[config.mk]
export PLATFORM = sky130hd
export DESIGN_NAME = pvc_core
export DESIGN_NICKNAME = d
export VERILOG_FILES = /design/src/pvc_pkg.sv /design/src/pvc_core.sv
export SDC_FILE = /design/constraint.sdc
export NUM_CORES = 1
export LEC_CHECK = 0
export BUFFER_PORTS_ARGS = -buffer_cell sky130_fd_sc_hd__clkbuf_2
export CAP_MARGIN = 20
export CORE_MARGIN = 10
export CORE_UTILIZATION = 48
export CTS_BUF_LIST = sky130_fd_sc_hd__clkbuf_4
export CTS_CLUSTER_SIZE = 16
export DETAILED_ROUTE_END_ITERATION = 6
export MAX_ROUTING_LAYER = met4
export PLACE_DENSITY = 0.85
export SLEW_MARGIN = 20
export SYNTH_ARGS = -nofsm -noshare
export SYNTH_HDL_FRONTEND = slang
export SYNTH_SLANG_ARGS = --single-unit
[constraint.sdc]
create_clock -name clk_in -period 3.3 [get_ports clk_in]
set_clock_uncertainty 0.1 [all_clocks]
set_input_delay 0.66 -clock clk_in [delete_from_list [all_inputs] [get_ports clk_in]]
set_output_delay 0.66 -clock clk_in [all_outputs]
set_load 0.02 [all_outputs]
[src/pvc_pkg.sv]
// package of constants for the vendor page and self-id configuration block
package pvc_pkg;
	// register index (4-bit phy register address)
	localparam logic [3:0] PVC_REG_PWR = 4'h4;
	localparam logic [3:0] PVC_REG_PAGE = 4'h7;
	localparam logic [3:0] PVC_REG_VCFG = 4'h8;
	// page select field
	localparam logic [2:0] PVC_PAGE_VENDOR = 3'h7;
	localparam logic [2:0] PVC_PAGE_RST = 3'h0;
	// vendor config register field positions (lsb-first, bit 0 = data bit 0)
	localparam int PVC_NPA_BIT = 7;
	localparam int PVC_SPD_LSB = 0;
	// power register: power class in low three bits
	localparam int PVC_PWR_LSB = 0;
	// link speed codes
	localparam logic [1:0] PVC_SPD_S100 = 2'h0;
	localparam logic [1:0] PVC_SPD_S200 = 2'h1;
	localparam logic [1:0] PVC_SPD_S400 = 2'h2;
	localparam logic [1:0] PVC_SPD_ILLEGAL = 2'h3;
	localparam logic [1:0] PVC_SPD_RST = PVC_SPD_S400;
	localparam logic PVC_NPA_RST = 1'b0;
	// peer-facing speed signalling code, fixed
	localparam logic [1:0] PVC_PEER_SPD = PVC_SPD_S400;
	// packet length threshold in data bits
	localparam logic [15:0] PVC_ACK_BITS = 16'h0008;
	// self-id field positions (bit 0 = msb of 32-bit packet)
	localparam int PVC_SID_SP_HI = 14;
	localparam int PVC_SID_PWR_HI = 21;
	localparam int PVC_SID_PWR_LO = 23;
endpackage

[src/pvc_core.sv]
// vendor page config, link speed and power class logic
//
// Our own choices: the strobed register port and the register addresses.
`timescale 1ns/1ps
`default_nettype none
module pvc_core
	import pvc_pkg::*;
(
	input wire logic clk_in,
	input wire logic reset_n_in,
	input wire logic [3:0] reg_addr_in,
	input wire logic [7:0] reg_wdata_in,
	input wire logic reg_wr_in,
	input wire logic reg_rd_in,
	output logic [7:0] reg_rdata_out,
	input wire logic [2:0] power_class_strap_pins_in,
	input wire logic bus_reset_in,
	input wire logic arb_accel_en_in,
	input wire logic pkt_end_in,
	input wire logic [15:0] pkt_bits_in,
	input wire logic pend_req_in,
	output logic pend_req_out,
	output logic [1:0] sid_speed_out,
	output logic [2:0] sid_pwr_out,
	output logic [1:0] peer_speed_out,
	output logic null_packet_action_flag_out
);
	// ==========================================================
	// register state
	logic null_packet_action_flag_r;
	logic [1:0] attached_link_top_speed_r;
	logic [2:0] pwr_class_r;
	logic [2:0] page_sel_r;
	logic strap_done_r;
	logic vendor_sel;
	logic [7:0] rdata_nxt;

	assign vendor_sel = (page_sel_r == PVC_PAGE_VENDOR);

	always_ff @(posedge clk_in or negedge reset_n_in) begin
		if (!reset_n_in) begin
			page_sel_r <= PVC_PAGE_RST;
		end else if (reg_wr_in && reg_addr_in == PVC_REG_PAGE) begin
			page_sel_r <= reg_wdata_in[7:5];
		end
	end

	// flag and speed: hardware reset only, bus reset ignored
	always_ff @(posedge clk_in or negedge reset_n_in) begin
		if (!reset_n_in) begin
			null_packet_action_flag_r <= PVC_NPA_RST;
			attached_link_top_speed_r <= PVC_SPD_RST;
		end else if (reg_wr_in && vendor_sel && reg_addr_in == PVC_REG_VCFG) begin
			null_packet_action_flag_r <= reg_wdata_in[PVC_NPA_BIT];
			attached_link_top_speed_r <= reg_wdata_in[PVC_SPD_LSB +: 2];
		end
	end

	// power class: strap after reset release, then software
	always_ff @(posedge clk_in or negedge reset_n_in) begin
		if (!reset_n_in) begin
			pwr_class_r <= 3'h0;
			strap_done_r <= 1'b0;
		end else if (!strap_done_r) begin
			pwr_class_r <= power_class_strap_pins_in;
			strap_done_r <= 1'b1;
		end else if (reg_wr_in && reg_addr_in == PVC_REG_PWR) begin
			pwr_class_r <= reg_wdata_in[PVC_PWR_LSB +: 3];
		end
	end

	// ==========================================================
	// read port
	always_comb begin
		rdata_nxt = 8'h00;
		if (reg_addr_in == PVC_REG_PAGE) begin
			rdata_nxt = {page_sel_r, 5'h00};
		end else if (reg_addr_in == PVC_REG_PWR) begin
			rdata_nxt = {5'h00, pwr_class_r};
		end else if (vendor_sel && reg_addr_in == PVC_REG_VCFG) begin
			rdata_nxt[PVC_NPA_BIT] = null_packet_action_flag_r;
			rdata_nxt[PVC_SPD_LSB +: 2] = attached_link_top_speed_r;
		end
	end

	always_ff @(posedge clk_in or negedge reset_n_in) begin
		if (!reset_n_in) begin
			reg_rdata_out <= 8'h00;
		end else if (reg_rd_in) begin
			reg_rdata_out <= rdata_nxt;
		end else begin
			reg_rdata_out <= 8'h00;
		end
	end

	// ==========================================================
	// pending request clearing
	logic clr_req;
	always_comb begin
		clr_req = 1'b0;
		if (pkt_end_in) begin
			if (null_packet_action_flag_r && arb_accel_en_in) begin
				clr_req = (pkt_bits_in > PVC_ACK_BITS);
			end else begin
				clr_req = (pkt_bits_in != PVC_ACK_BITS);
			end
		end
	end

	always_ff @(posedge clk_in or negedge reset_n_in) begin
		if (!reset_n_in) begin
			pend_req_out <= 1'b0;
		end else if (bus_reset_in) begin
			pend_req_out <= 1'b0;
		end else if (pend_req_in) begin
			pend_req_out <= 1'b1;
		end else if (clr_req) begin
			pend_req_out <= 1'b0;
		end
	end

	// ==========================================================
	// self-id fields
	always_ff @(posedge clk_in or negedge reset_n_in) begin
		if (!reset_n_in) begin
			sid_speed_out <= PVC_SPD_RST;
			sid_pwr_out <= 3'h0;
			peer_speed_out <= PVC_PEER_SPD;
			null_packet_action_flag_out <= PVC_NPA_RST;
		end else begin
			sid_speed_out <= attached_link_top_speed_r;
			sid_pwr_out <= pwr_class_r;
			peer_speed_out <= PVC_PEER_SPD;
			null_packet_action_flag_out <= null_packet_action_flag_r;
		end
	end

	// ==========================================================
	// elaboration checks on field placement
	if (PVC_NPA_BIT > 7 || PVC_NPA_BIT < 2) begin : g_npa_pos_check
		$error("flag bit outside the data byte");
	end

	if (PVC_SPD_LSB > 6) begin : g_spd_pos_check
		$error("speed field outside the data byte");
	end

	if (PVC_PWR_LSB > 5) begin : g_pwr_pos_check
		$error("power class outside the data byte");
	end

	// ==========================================================
	// checks: self-id fields
	chk_peer_fixed: assert property (@(posedge clk_in) disable iff (!reset_n_in)
		peer_speed_out == PVC_PEER_SPD) else $error("peer speed not S400");

	chk_sid_speed: assert property (@(posedge clk_in) disable iff (!reset_n_in)
		##1 sid_speed_out == $past(attached_link_top_speed_r)) else $error("sp field mismatch");

	chk_sid_pwr: assert property (@(posedge clk_in) disable iff (!reset_n_in)
		##1 sid_pwr_out == $past(pwr_class_r)) else $error("pwr field mismatch");

	chk_flag_copy: assert property (@(posedge clk_in) disable iff (!reset_n_in)
		##1 null_packet_action_flag_out == $past(null_packet_action_flag_r))
		else $error("flag output mismatch");

	// ==========================================================
	// checks: pending request clearing
	chk_npa_clear: assert property (@(posedge clk_in) disable iff (!reset_n_in)
		pend_req_out && !pend_req_in && !bus_reset_in && pkt_end_in && null_packet_action_flag_r
		&& arb_accel_en_in && pkt_bits_in <= PVC_ACK_BITS |=> pend_req_out) else $error("short packet cleared");

	chk_npa_long: assert property (@(posedge clk_in) disable iff (!reset_n_in)
		!pend_req_in && pkt_end_in && null_packet_action_flag_r && arb_accel_en_in
		&& pkt_bits_in > PVC_ACK_BITS
		|=> !pend_req_out) else $error("long packet did not clear");

	chk_nonack_clear: assert property (@(posedge clk_in) disable iff (!reset_n_in)
		!pend_req_in && pkt_end_in && !null_packet_action_flag_r && pkt_bits_in != PVC_ACK_BITS
		|=> !pend_req_out) else $error("non-ack did not clear");

	chk_ack_keep: assert property (@(posedge clk_in) disable iff (!reset_n_in)
		pend_req_out && !bus_reset_in && pkt_end_in && pkt_bits_in == PVC_ACK_BITS
		|=> pend_req_out) else $error("ack cleared request");

	chk_pend_set: assert property (@(posedge clk_in) disable iff (!reset_n_in)
		pend_req_in && !bus_reset_in
		|=> pend_req_out) else $error("request not held pending");

	chk_pend_idle: assert property (@(posedge clk_in) disable iff (!reset_n_in)
		pend_req_out && !pkt_end_in && !bus_reset_in
		|=> pend_req_out) else $error("request dropped without packet");

	chk_busrst_clear: assert property (@(posedge clk_in) disable iff (!reset_n_in)
		bus_reset_in
		|=> !pend_req_out) else $error("bus reset kept request");

	// ==========================================================
	// checks: vendor page register
	chk_vcfg_write: assert property (@(posedge clk_in) disable iff (!reset_n_in)
		reg_wr_in && reg_addr_in == PVC_REG_VCFG && !vendor_sel
		|=> $stable(attached_link_top_speed_r) && $stable(null_packet_action_flag_r)) else $error("wrong page wrote");

	chk_flag_take: assert property (@(posedge clk_in) disable iff (!reset_n_in)
		reg_wr_in && vendor_sel && reg_addr_in == PVC_REG_VCFG
		|=> null_packet_action_flag_r == $past(reg_wdata_in[PVC_NPA_BIT]))
		else $error("flag write lost");

	chk_speed_take: assert property (@(posedge clk_in) disable iff (!reset_n_in)
		reg_wr_in && vendor_sel && reg_addr_in == PVC_REG_VCFG
		|=> attached_link_top_speed_r == $past(reg_wdata_in[1:0]))
		else $error("speed write lost");

	chk_flag_busrst: assert property (@(posedge clk_in) disable iff (!reset_n_in)
		bus_reset_in && !(reg_wr_in && reg_addr_in == PVC_REG_VCFG)
		|=> $stable(null_packet_action_flag_r)) else $error("bus reset changed flag");

	chk_speed_busrst: assert property (@(posedge clk_in) disable iff (!reset_n_in)
		bus_reset_in && !(reg_wr_in && reg_addr_in == PVC_REG_VCFG)
		|=> $stable(attached_link_top_speed_r)) else $error("bus reset changed speed");

	chk_page_write: assert property (@(posedge clk_in) disable iff (!reset_n_in)
		reg_wr_in && reg_addr_in == PVC_REG_PAGE
		|=> page_sel_r == $past(reg_wdata_in[7:5])) else $error("page select lost");

	chk_vcfg_hidden: assert property (@(posedge clk_in) disable iff (!reset_n_in)
		reg_rd_in && reg_addr_in == PVC_REG_VCFG && !vendor_sel
		|=> reg_rdata_out == 8'h00) else $error("vendor reg seen off page");

	chk_rsvd_zero: assert property (@(posedge clk_in) disable iff (!reset_n_in)
		reg_rd_in && reg_addr_in == PVC_REG_VCFG |=> reg_rdata_out[6:2] == 5'h00) else $error("reserved bits set");

	chk_rdata_idle: assert property (@(posedge clk_in) disable iff (!reset_n_in)
		!reg_rd_in
		|=> reg_rdata_out == 8'h00) else $error("read data outside read");

	// ==========================================================
	// checks: power class
	chk_strap_load: assert property (@(posedge clk_in) disable iff (!reset_n_in)
		$rose(strap_done_r)
		|-> pwr_class_r == $past(power_class_strap_pins_in)) else $error("strap not loaded");

	chk_pwr_write: assert property (@(posedge clk_in) disable iff (!reset_n_in)
		strap_done_r && reg_wr_in && reg_addr_in == PVC_REG_PWR
		|=> ##1 sid_pwr_out == $past(reg_wdata_in[2:0], 2)) else $error("pwr write lost");

	chk_pwr_hold: assert property (@(posedge clk_in) disable iff (!reset_n_in)
		strap_done_r && !(reg_wr_in && reg_addr_in == PVC_REG_PWR)
		|=> $stable(pwr_class_r)) else $error("power class changed");

	chk_pwr_read: assert property (@(posedge clk_in) disable iff (!reset_n_in)
		reg_rd_in && reg_addr_in == PVC_REG_PWR
		|=> reg_rdata_out == {5'h00, $past(pwr_class_r)}) else $error("power class read wrong");

	// ==========================================================
	// main scenarios
	cov_vendor_write: cover property (@(posedge clk_in) disable iff (!reset_n_in)
		reg_wr_in && vendor_sel && reg_addr_in == PVC_REG_VCFG);

	cov_npa_hold: cover property (@(posedge clk_in) disable iff (!reset_n_in)
		pkt_end_in && null_packet_action_flag_r && arb_accel_en_in && pkt_bits_in == 16'h0000);

	cov_pwr_override: cover property (@(posedge clk_in) disable iff (!reset_n_in)
		strap_done_r && reg_wr_in && reg_addr_in == PVC_REG_PWR);

	cov_long_clear: cover property (@(posedge clk_in) disable iff (!reset_n_in)
		pend_req_out && pkt_end_in && null_packet_action_flag_r && pkt_bits_in > PVC_ACK_BITS);

	cov_busrst_kept: cover property (@(posedge clk_in) disable iff (!reset_n_in)
		bus_reset_in && null_packet_action_flag_r);
endmodule
`default_nettype wire

---- Word-level counts from Yosys, hierarchy flattened ----
Index checks and enable logic that the tools add are counted.
storage, ports and cells
  flip-flop bits (word level) ............. 25
  latch bits .............................. 0
  memory bits (read-only) ................. 0
  output and inout bits ................... 17
  memory bits (writable) .................. 0
  input bits .............................. 39
  memories ................................ 0
  word-level logic and storage cells ...... 38
operators by class
  bitwise logic cells ..................... 0
  mux-type cells .......................... 14
  equal/unequal tests ..................... 6
  divide/modulo/power cells ............... 0
  add/subtract/negate cells ............... 0
  order comparisons ....................... 1
  reductions and logical operators ........ 7
  shift operators ......................... 0
  multiply operators ...................... 0
operator list
  cell                 count
  $gt 16x4->1 const B  1
  $mux 8               2
  $ne 16x4->1 const B  1
  $eq 4x3->1 const B   2
  $mux 1               8
  $logic_and 1x1->1    6
  $mux 3               2
  $eq 4x4->1 const B   1
  $mux 2               2
  $eq 3x3->1 const B   1
  $reduce_bool 3->1    1
  $ne 2x1->1 const B   1

---- Logic depth before layout (Yosys ltp) ----
Gate-level depths: netlist (run 1).
  word-level depth ........................ 6
  gate-level depth with buffers ........... 3
  depth with buffers taken out ............ 3

---- Least setup slack after synthesis (run 1) ----
OpenSTA, ideal clock, no wires.
  path type ............................... input-to-reg
  start point ............................. in reg_addr_in[1]
  end point ............................... reg pwr_class_r[0]
  data required time ...................... 3069 ps
  arrival time ............................ 1388 ps
  slack ................................... 1681 ps
  cell stages on the path ................. 3
  library setup time ...................... 131 ps
  buffers on the path ..................... 0
  cells stage by stage .................... or4b_4 o21ai_1 a31oi_1
on the way
  word-level cells in the longest chain between the ends .. 3
ends and longest elaborated chain
  item                         line            source
  start: declaration           pvc_core.sv:11  input wire logic [3:0] reg_addr_in,
  $eq 4x3->1                   pvc_core.sv:67  end else if (reg_wr_in && reg_addr_in == PVC_REG_PWR) begin
  $logic_and 1x1->1            pvc_core.sv:67
  $ne 2x1->1 (no source line)  --
  end signal: assignment       pvc_core.sv:65  pwr_class_r <= power_class_strap_pins_in;
  end signal: assignment       pvc_core.sv:68  pwr_class_r <= reg_wdata_in[PVC_PWR_LSB +: 3];
  end: declaration             pvc_core.sv:32  logic [2:0] pwr_class_r;
No other way between the ends.
A chain may end at the register's enable or synchronous reset.

---- Final worst setup path (run 1) ----
  start point ............................. reg sid_speed_out[1]
  end point ............................... out sid_speed_out[1]
RTL lines
  item                      line             source
  start: declaration        pvc_core.sv:23   output logic [1:0] sid_speed_out,
  start signal: assignment  pvc_core.sv:131  sid_speed_out <= attached_link_top_speed_r;
No word-level cell between the ends.

==> flow_metrics.env, run 1 <==
export IMPL_hold_buffers=0
export IMPL_root_buffer="clkbuf_4"
export IMPL_critical_path_cell_chain="clkbuf_2"
export IMPL_rsz0062_at_grt="no"
export IMPL_r2r_end="null_packet_action_flag_r"
export IMPL_diodes=0
export IMPL_grt_first_pass_wirelength_mm=4.00
export IMPL_crit_fanout=1
export IMPL_worst_slack_ns=1.54
export IMPL_start_util_pct=50.3
export IMPL_hold_path_class="in -> async"
export IMPL_die_w_um=65.1
export IMPL_slew_headroom_pct=63.5
export IMPL_clockPowerShare_pct=25.2
export IMPL_syn_area_um2=977
export IMPL_end_kind="output port"
export IMPL_grt_use_total_pct=12.3
export IMPL_drc_errors=0
export IMPL_fmax_mhz=569
export IMPL_fin_crit_ns=1.76
export IMPL_yosys_area_top_type="dfrtp_1"
export IMPL_drt_initial_drc_count=40
export IMPL_grt_pass1_vias=901
export IMPL_postCtsSetupBuffers=0
export IMPL_synth_cells=79
export IMPL_reg2reg_from="page_sel_r[0]"
export IMPL_hold_viol_final=0
export IMPL_critPathTopFamily="flip-flops"
export IMPL_tns_ns=0
export IMPL_io_pins=56
export IMPL_drive_gt1_share_pct=49.6
export IMPL_pre_cts_ws_ns=1.45
export IMPL_area_growth_pct=29.7
export IMPL_nNetsFinal=171
export IMPL_synth_edf_count=0
export IMPL_yosysMostFrequentCell="dfrtp_1"
export IMPL_netlist_area_leader_share_pct=53.8
export IMPL_viasPerCell=4.99
export IMPL_worst_pin_slew_ns=0.547
export IMPL_ys_seq_area_share_pct=59.2
export IMPL_clock_latency_ns=0.31
export IMPL_gp_congestion=0.828
export IMPL_clkTransAtPathRegs_ns=0.11
export IMPL_synthDistinctLibCells=27
export IMPL_p_int_uw=399
export IMPL_drv_slew=0
export IMPL_max_vdd_ir_drop_uv=282
export IMPL_cts_htree_levels=1
export IMPL_yosysWarnings=0
export IMPL_core_area_um2=1940
export IMPL_yosys_top_cells_area="dfrtp_1 (54%), dfstp_2 (5.4%), mux2_4 (4.6%)"
export IMPL_crit_required_ns=2.54
export IMPL_p_leak_uw=0.000677
export IMPL_p_switching_uw=137
export IMPL_setup_viol=0
export IMPL_crit_path_start_kind="register"
export IMPL_pwr_share_comb_pct=15.6
export IMPL_firstDrtPassIters=4
export IMPL_synth_flop_cell="dfrtp_1"
export IMPL_status="finished clean"
export IMPL_synth_seq_cells=23
export IMPL_cp_arrival_ns=1.00
export IMPL_ys_top_cells_by_count="dfrtp_1 (21), nand4_1 (5), nor2_1 (5)"
export IMPL_die_h_um=65.1
export IMPL_final_antenna_net_count=0
export IMPL_seq_power_share_pct=59.2
export IMPL_row_count=16
export IMPL_critPathLaunch="sid_speed_out[1]"
export IMPL_path_buf_inv=1
export IMPL_routedWlPerCell_um=15.6
export IMPL_cts_sinks=23
export IMPL_syn_avg_cell_area_um2=12.4
export IMPL_critPathKind="reg -> out"
export IMPL_critPathSlowestCell="dfstp_2"
export IMPL_finalCritPeriodShare_pct=53.3
export IMPL_cts_resized=0
export IMPL_dieArea_um2=4240
export IMPL_cap_violations=0
export IMPL_vias=788
export IMPL_regToRegSetupSlack_ns=1.89
export IMPL_synthArstFlopShare_pct=100
export IMPL_switching_share_pct=25.5
export IMPL_grt_overflow=0
export IMPL_cts_tree="done"
export IMPL_antenna_found_initial=0
export IMPL_slowest_delay_ns=0.53
export IMPL_p_per_area_nw_per_um2=423
export IMPL_ff2ff_path_depth=3
export IMPL_cts_inserted_buffers=3
export IMPL_dp_hpwl_mm=2.08
export IMPL_grt_max_degree=24
export IMPL_numPortBuffers=49
export IMPL_cts_buffer_depth=2
export IMPL_routed_wl_mm=2.47
-- routing by layer --
metal	share of wire, %	GRT usage (%)
met2	56	22.2
met3	5.0	2.37
met4	2.2	6.95
met5	0	-
met1	37	12.2
-- cells by family (layout without fill, tap and decap cells) --
kind of cell / after synthesis / count (layout) / share of synthesized area [%]
AO/OA/AOI/OAI: 12 / 12 / 6.66
buffers and inverters: 6 / 55 / 3.84
flip-flops: 23 / 23 / 59.2
multiplexers: 6 / 6 / 8.07
other: 2 / 5 / 0.769
AND/OR/NAND/NOR: 30 / 30 / 21.5
-- power by group through the flow --
stage | registers, uW | logic [uW] | clock network [uW]
final | 318 | 83.5 | 135
after global routing | 321 | 92.9 | 151
after CTS | 318 | 84.3 | 137
after detailed placement | 323 | 83.8 | 0
after global placement | 321 | 81.2 | 0
after floorplan | 327 | 36.6 | 0
-- layout by cell type (no fill, tap or decap), drive strengths merged --
cell    synthesis  routed
and3            3       3
inv             2       2
o21ai           4       4
conb            2       5
dfstp           2       2
nor2            5       5
nand2           3       3
nand2b          1       1
a21oi           4       4
and3b           1       1
and4b           2       2
o22ai           1       1
mux2            6       6
nor4b           2       2
nand4           5       5
nand3           4       4
or4b            1       1
nor3            1       1
dfrtp          21      21
clkbuf          0      53
nor4            2       2
a31oi           3       3
-- metrics by stage --
step	hold slack [ns]	instances	util [%]	area, um^2	power, uW
floorplan	0.259	82	-	988	364
global placement	0.267	154	63.7	1240	403
detailed placement	0.269	154	63.7	1240	407
CTS	0.230	158	65.3	1270	539
global route	0.249	158	65.3	1270	564
finish	0.211	158	65.3	1270	536
-- sequential cells by signal, summed over array words and instances (netlist names) --
register,cells
sid_pwr_out,3
null_packet_action_flag_r,1
strap_done_r,1
attached_link_top_speed_r,2
pwr_class_r,3
reg_rdata_out,6
null_packet_action_flag_out,1
sid_speed_out,2
pend_req_out,1
page_sel_r,3
-- layout make-up --
type / count / area [um^2]
fill: 181 / 674
inverter: 2 / 7.51
timing repair buffer: 49 / 245
multi-input combinational: 53 / 373
sequential: 23 / 578
clock buffer: 4 / 30.0
tap: 27 / 33.8
-- worst max path at each step --
stage          cells after the start                           end  slack [ns]
6_report                           1              sid_speed_out[1]        1.54
2_1_floorplan                      3                pwr_class_r[0]        1.68
4_1_cts                            1              sid_speed_out[1]        1.54
5_1_grt                            1              sid_speed_out[1]        1.50
3_5_place_dp                       4                pwr_class_r[0]        1.45
3_3_place_gp                       4  attached_link_top_speed_r[0]        1.49
Power figures use the tool's default switching activity.
==> run 2: changes to the inputs <==
--- a/config.mk
+++ b/config.mk
@@ -5,15 +5,16 @@
 export SDC_FILE = /design/constraint.sdc
 export NUM_CORES = 1
 export LEC_CHECK = 0
+export ABC_AREA = 1
 export BUFFER_PORTS_ARGS = -buffer_cell sky130_fd_sc_hd__clkbuf_2
 export CAP_MARGIN = 20
 export CORE_MARGIN = 10
-export CORE_UTILIZATION = 48
+export CORE_UTILIZATION = 45
 export CTS_BUF_LIST = sky130_fd_sc_hd__clkbuf_4
 export CTS_CLUSTER_SIZE = 16
 export DETAILED_ROUTE_END_ITERATION = 6
 export MAX_ROUTING_LAYER = met4
-export PLACE_DENSITY = 0.85
+export PLACE_DENSITY = 0.8
 export SLEW_MARGIN = 20
 export SYNTH_ARGS = -nofsm -noshare
 export SYNTH_HDL_FRONTEND = slang
==> constraint.sdc (replaced) <==
create_clock -name clk_in -period 1.7 [get_ports clk_in]
set_clock_uncertainty 0.1 [all_clocks]
set_input_delay 0.34 -clock clk_in [delete_from_list [all_inputs] [get_ports clk_in]]
set_output_delay 0.34 -clock clk_in [all_outputs]
set_load 0.02 [all_outputs]
==> flow_metrics.env, run 2 <==
export IMPL_use_met1_pct=11.1
export IMPL_synthArstFlopShare_pct=100
export IMPL_place_inst=187
export IMPL_yosysWarnings=0
export IMPL_grt_busiest_layer="met2"
export IMPL_synth_flop_cell="dfrtp_1"
export IMPL_nNetsFinal=204
export IMPL_tns_ns=0
export IMPL_grt_use_total_pct=10.0
export IMPL_setup_viol=0
export IMPL_syn_avg_cell_area_um2=9.28
export IMPL_netlist_area_leader_share_pct=51.0
export IMPL_firstDrtPassIters=4
export IMPL_critPathTopFamily="flip-flops"
export IMPL_cts_htree_levels=1
export IMPL_max_vdd_ir_drop_uv=394
export IMPL_numPortBuffers=49
export IMPL_crit_path_start_kind="register"
export IMPL_pre_cts_ws_ns=0.330
export IMPL_yosys_top_cells_area="dfrtp_1 (51%), nand2_1 (7.3%), nor2_1 (6.2%)"
export IMPL_hold_path_class="in -> reg"
export IMPL_rsz0062_at_grt="no"
export IMPL_yosys_area_top_type="dfrtp_1"
export IMPL_antenna_found_initial=0
export IMPL_grt_pass1_vias=810
export IMPL_critPathSlowestCell="dfstp_2"
export IMPL_postCtsSetupBuffers=0
export IMPL_synthDistinctLibCells=20
export IMPL_hold_buffers=1
export IMPL_grt_overflow=0
export IMPL_clock_latency_ns=0.31
export IMPL_instances_no_fill=192
export IMPL_synth_seq_cells=23
export IMPL_die_w_um=67.8
export IMPL_crit_required_ns=1.26
export IMPL_ys_seq_area_share_pct=56.1
export IMPL_vias=868
export IMPL_drv_slew=0
export IMPL_mostFrequentLayoutCells="clkbuf_2 (49), dfrtp_1 (21), nand2_1 (20)"
export IMPL_worst_pin_slew_ns=0.527
export IMPL_path_buf_inv=1
export IMPL_top_register="reg_rdata_out"
export IMPL_cap_violations=0
export IMPL_drc_errors=0
export IMPL_routedWlPerCell_um=11.8
export IMPL_cp_arrival_ns=1.00
export IMPL_critPathKind="reg -> out"
export IMPL_grt_first_pass_wirelength_mm=3.55
export IMPL_yosysMostFrequentCell="dfrtp_1"
export IMPL_io_pins=56
export IMPL_grtUsageMet2_pct=16.2
export IMPL_slowest_delay_ns=0.54
export IMPL_ys_top_cells_by_count="dfrtp_1 (21), nand2_1 (20), nor2_1 (17), inv_1 (13), o21ai_0 (6)"
export IMPL_slew_headroom_pct=64.9
export IMPL_fin_crit_ns=1.44
export IMPL_dp_hpwl_mm=1.95
export IMPL_start_util_pct=47.0
export IMPL_clkTransAtPathRegs_ns=0.12
export IMPL_row_count=17
export IMPL_crit_fanout=1
export IMPL_area_growth_pct=29.0
export IMPL_final_common_cell="clkbuf_2"
export IMPL_die_h_um=67.8
export IMPL_critical_path_cell_chain="clkbuf_2"
export IMPL_drive_gt1_share_pct=41.5
export IMPL_root_buffer="clkbuf_4"
export IMPL_largest_reg_flops=6
export IMPL_end_kind="output port"
export IMPL_p_per_area_nw_per_um2=823
export IMPL_routed_wl_mm=2.27
export IMPL_core_area_um2=2190
export IMPL_viasPerCell=4.52
export IMPL_fmax_mhz=693
export IMPL_gp_congestion=0.820
export IMPL_p_leak_uw=0.000725
export IMPL_use_met3_pct=2.28
export IMPL_syn_area_um2=1030
export IMPL_fillCellCount=200
export IMPL_cts_resized=0
export IMPL_cts_sinks=23
export IMPL_diodes=0
export IMPL_grt_max_degree=24
export IMPL_drt_initial_drc_count=17
export IMPL_synth_cells=111
export IMPL_cts_inserted_buffers=3
export IMPL_worst_slack_ns=0.258
export IMPL_hold_viol_final=0
export IMPL_final_antenna_net_count=0
export IMPL_cts_tree="done"
export IMPL_cts_buffer_depth=2
export IMPL_status="finished clean"
export IMPL_synth_edf_count=0
export IMPL_finalCritPeriodShare_pct=84.8
export IMPL_dieArea_um2=4600
[run 2: area by class of cell]
| type | instances | area, um^2 | share of cell area, % |
|---|---|---|---|
| Clock inverter | 1 | 5.00 | 0.377 |
| Tap cell | 28 | 35.0 | 2.64 |
| Timing Repair Buffer | 50 | 255 | 19.2 |
| Sequential cell | 23 | 578 | 43.5 |
| Inverter | 13 | 48.8 | 3.67 |
| Clock buffer | 3 | 22.5 | 1.69 |
| Multi-Input combinational cell | 74 | 384 | 28.9 |
[run 2: routing by layer]
layer  part of all wire, %  wire (um)
met4                   2.6         59
met5                     0          0
met2                    46       1030
met1                    39        889
met3                    13        284
[run 2: logic make-up after synthesis]
family                 after synthesis  share of synthesized area (%)
AOI/OAI and AO/OA                   14                           7.53
DFF                                 23                           56.1
buffers and inverters               17                           7.66
other                                2                          0.729
and+or+nand+nor                     54                           26.9
muxes                                1                           1.09
[run 2: path summary, 6_finish.rpt]
check	slack, ns	end	from	cells past startpoint
max	0.26	sid_speed_out[1]	sid_speed_out[1]	1
min reg2reg	0.29	sid_speed_out[1]	attached_link_top_speed_r[1]	0
min	0.14	attached_link_top_speed_r[1]	reg_wdata_in[1]	3
max reg2reg	0.47	attached_link_top_speed_r[0]	page_sel_r[1]	5
max in group asynchronous	0.71	sid_speed_out[1]	reset_n_in	2
min in group asynchronous	0.43	sid_pwr_out[2]	reset_n_in	2
[run 2: per-stage QoR]
stage          hold WS [ns]  total power (uW)  area (um^2)  util (%)
6_report              0.142              1090         1330      60.7
5_1_grt               0.146              1160         1330      60.7
4_1_cts               0.144              1100         1330      60.7
3_5_place_dp          0.242               861         1290      58.9
3_3_place_gp          0.236               851         1290      58.9
2_1_floorplan       -0.0556               770         1040         -
[run 2: power by group]
part | leakage [uW] | switching, uW | internal (uW)
logic | 0.000423 | 128 | 80.7
registers | 0.000285 | 32.3 | 608
clock network | 0.0000177 | 156 | 87.9
total | 0.000725 | 316 | 777
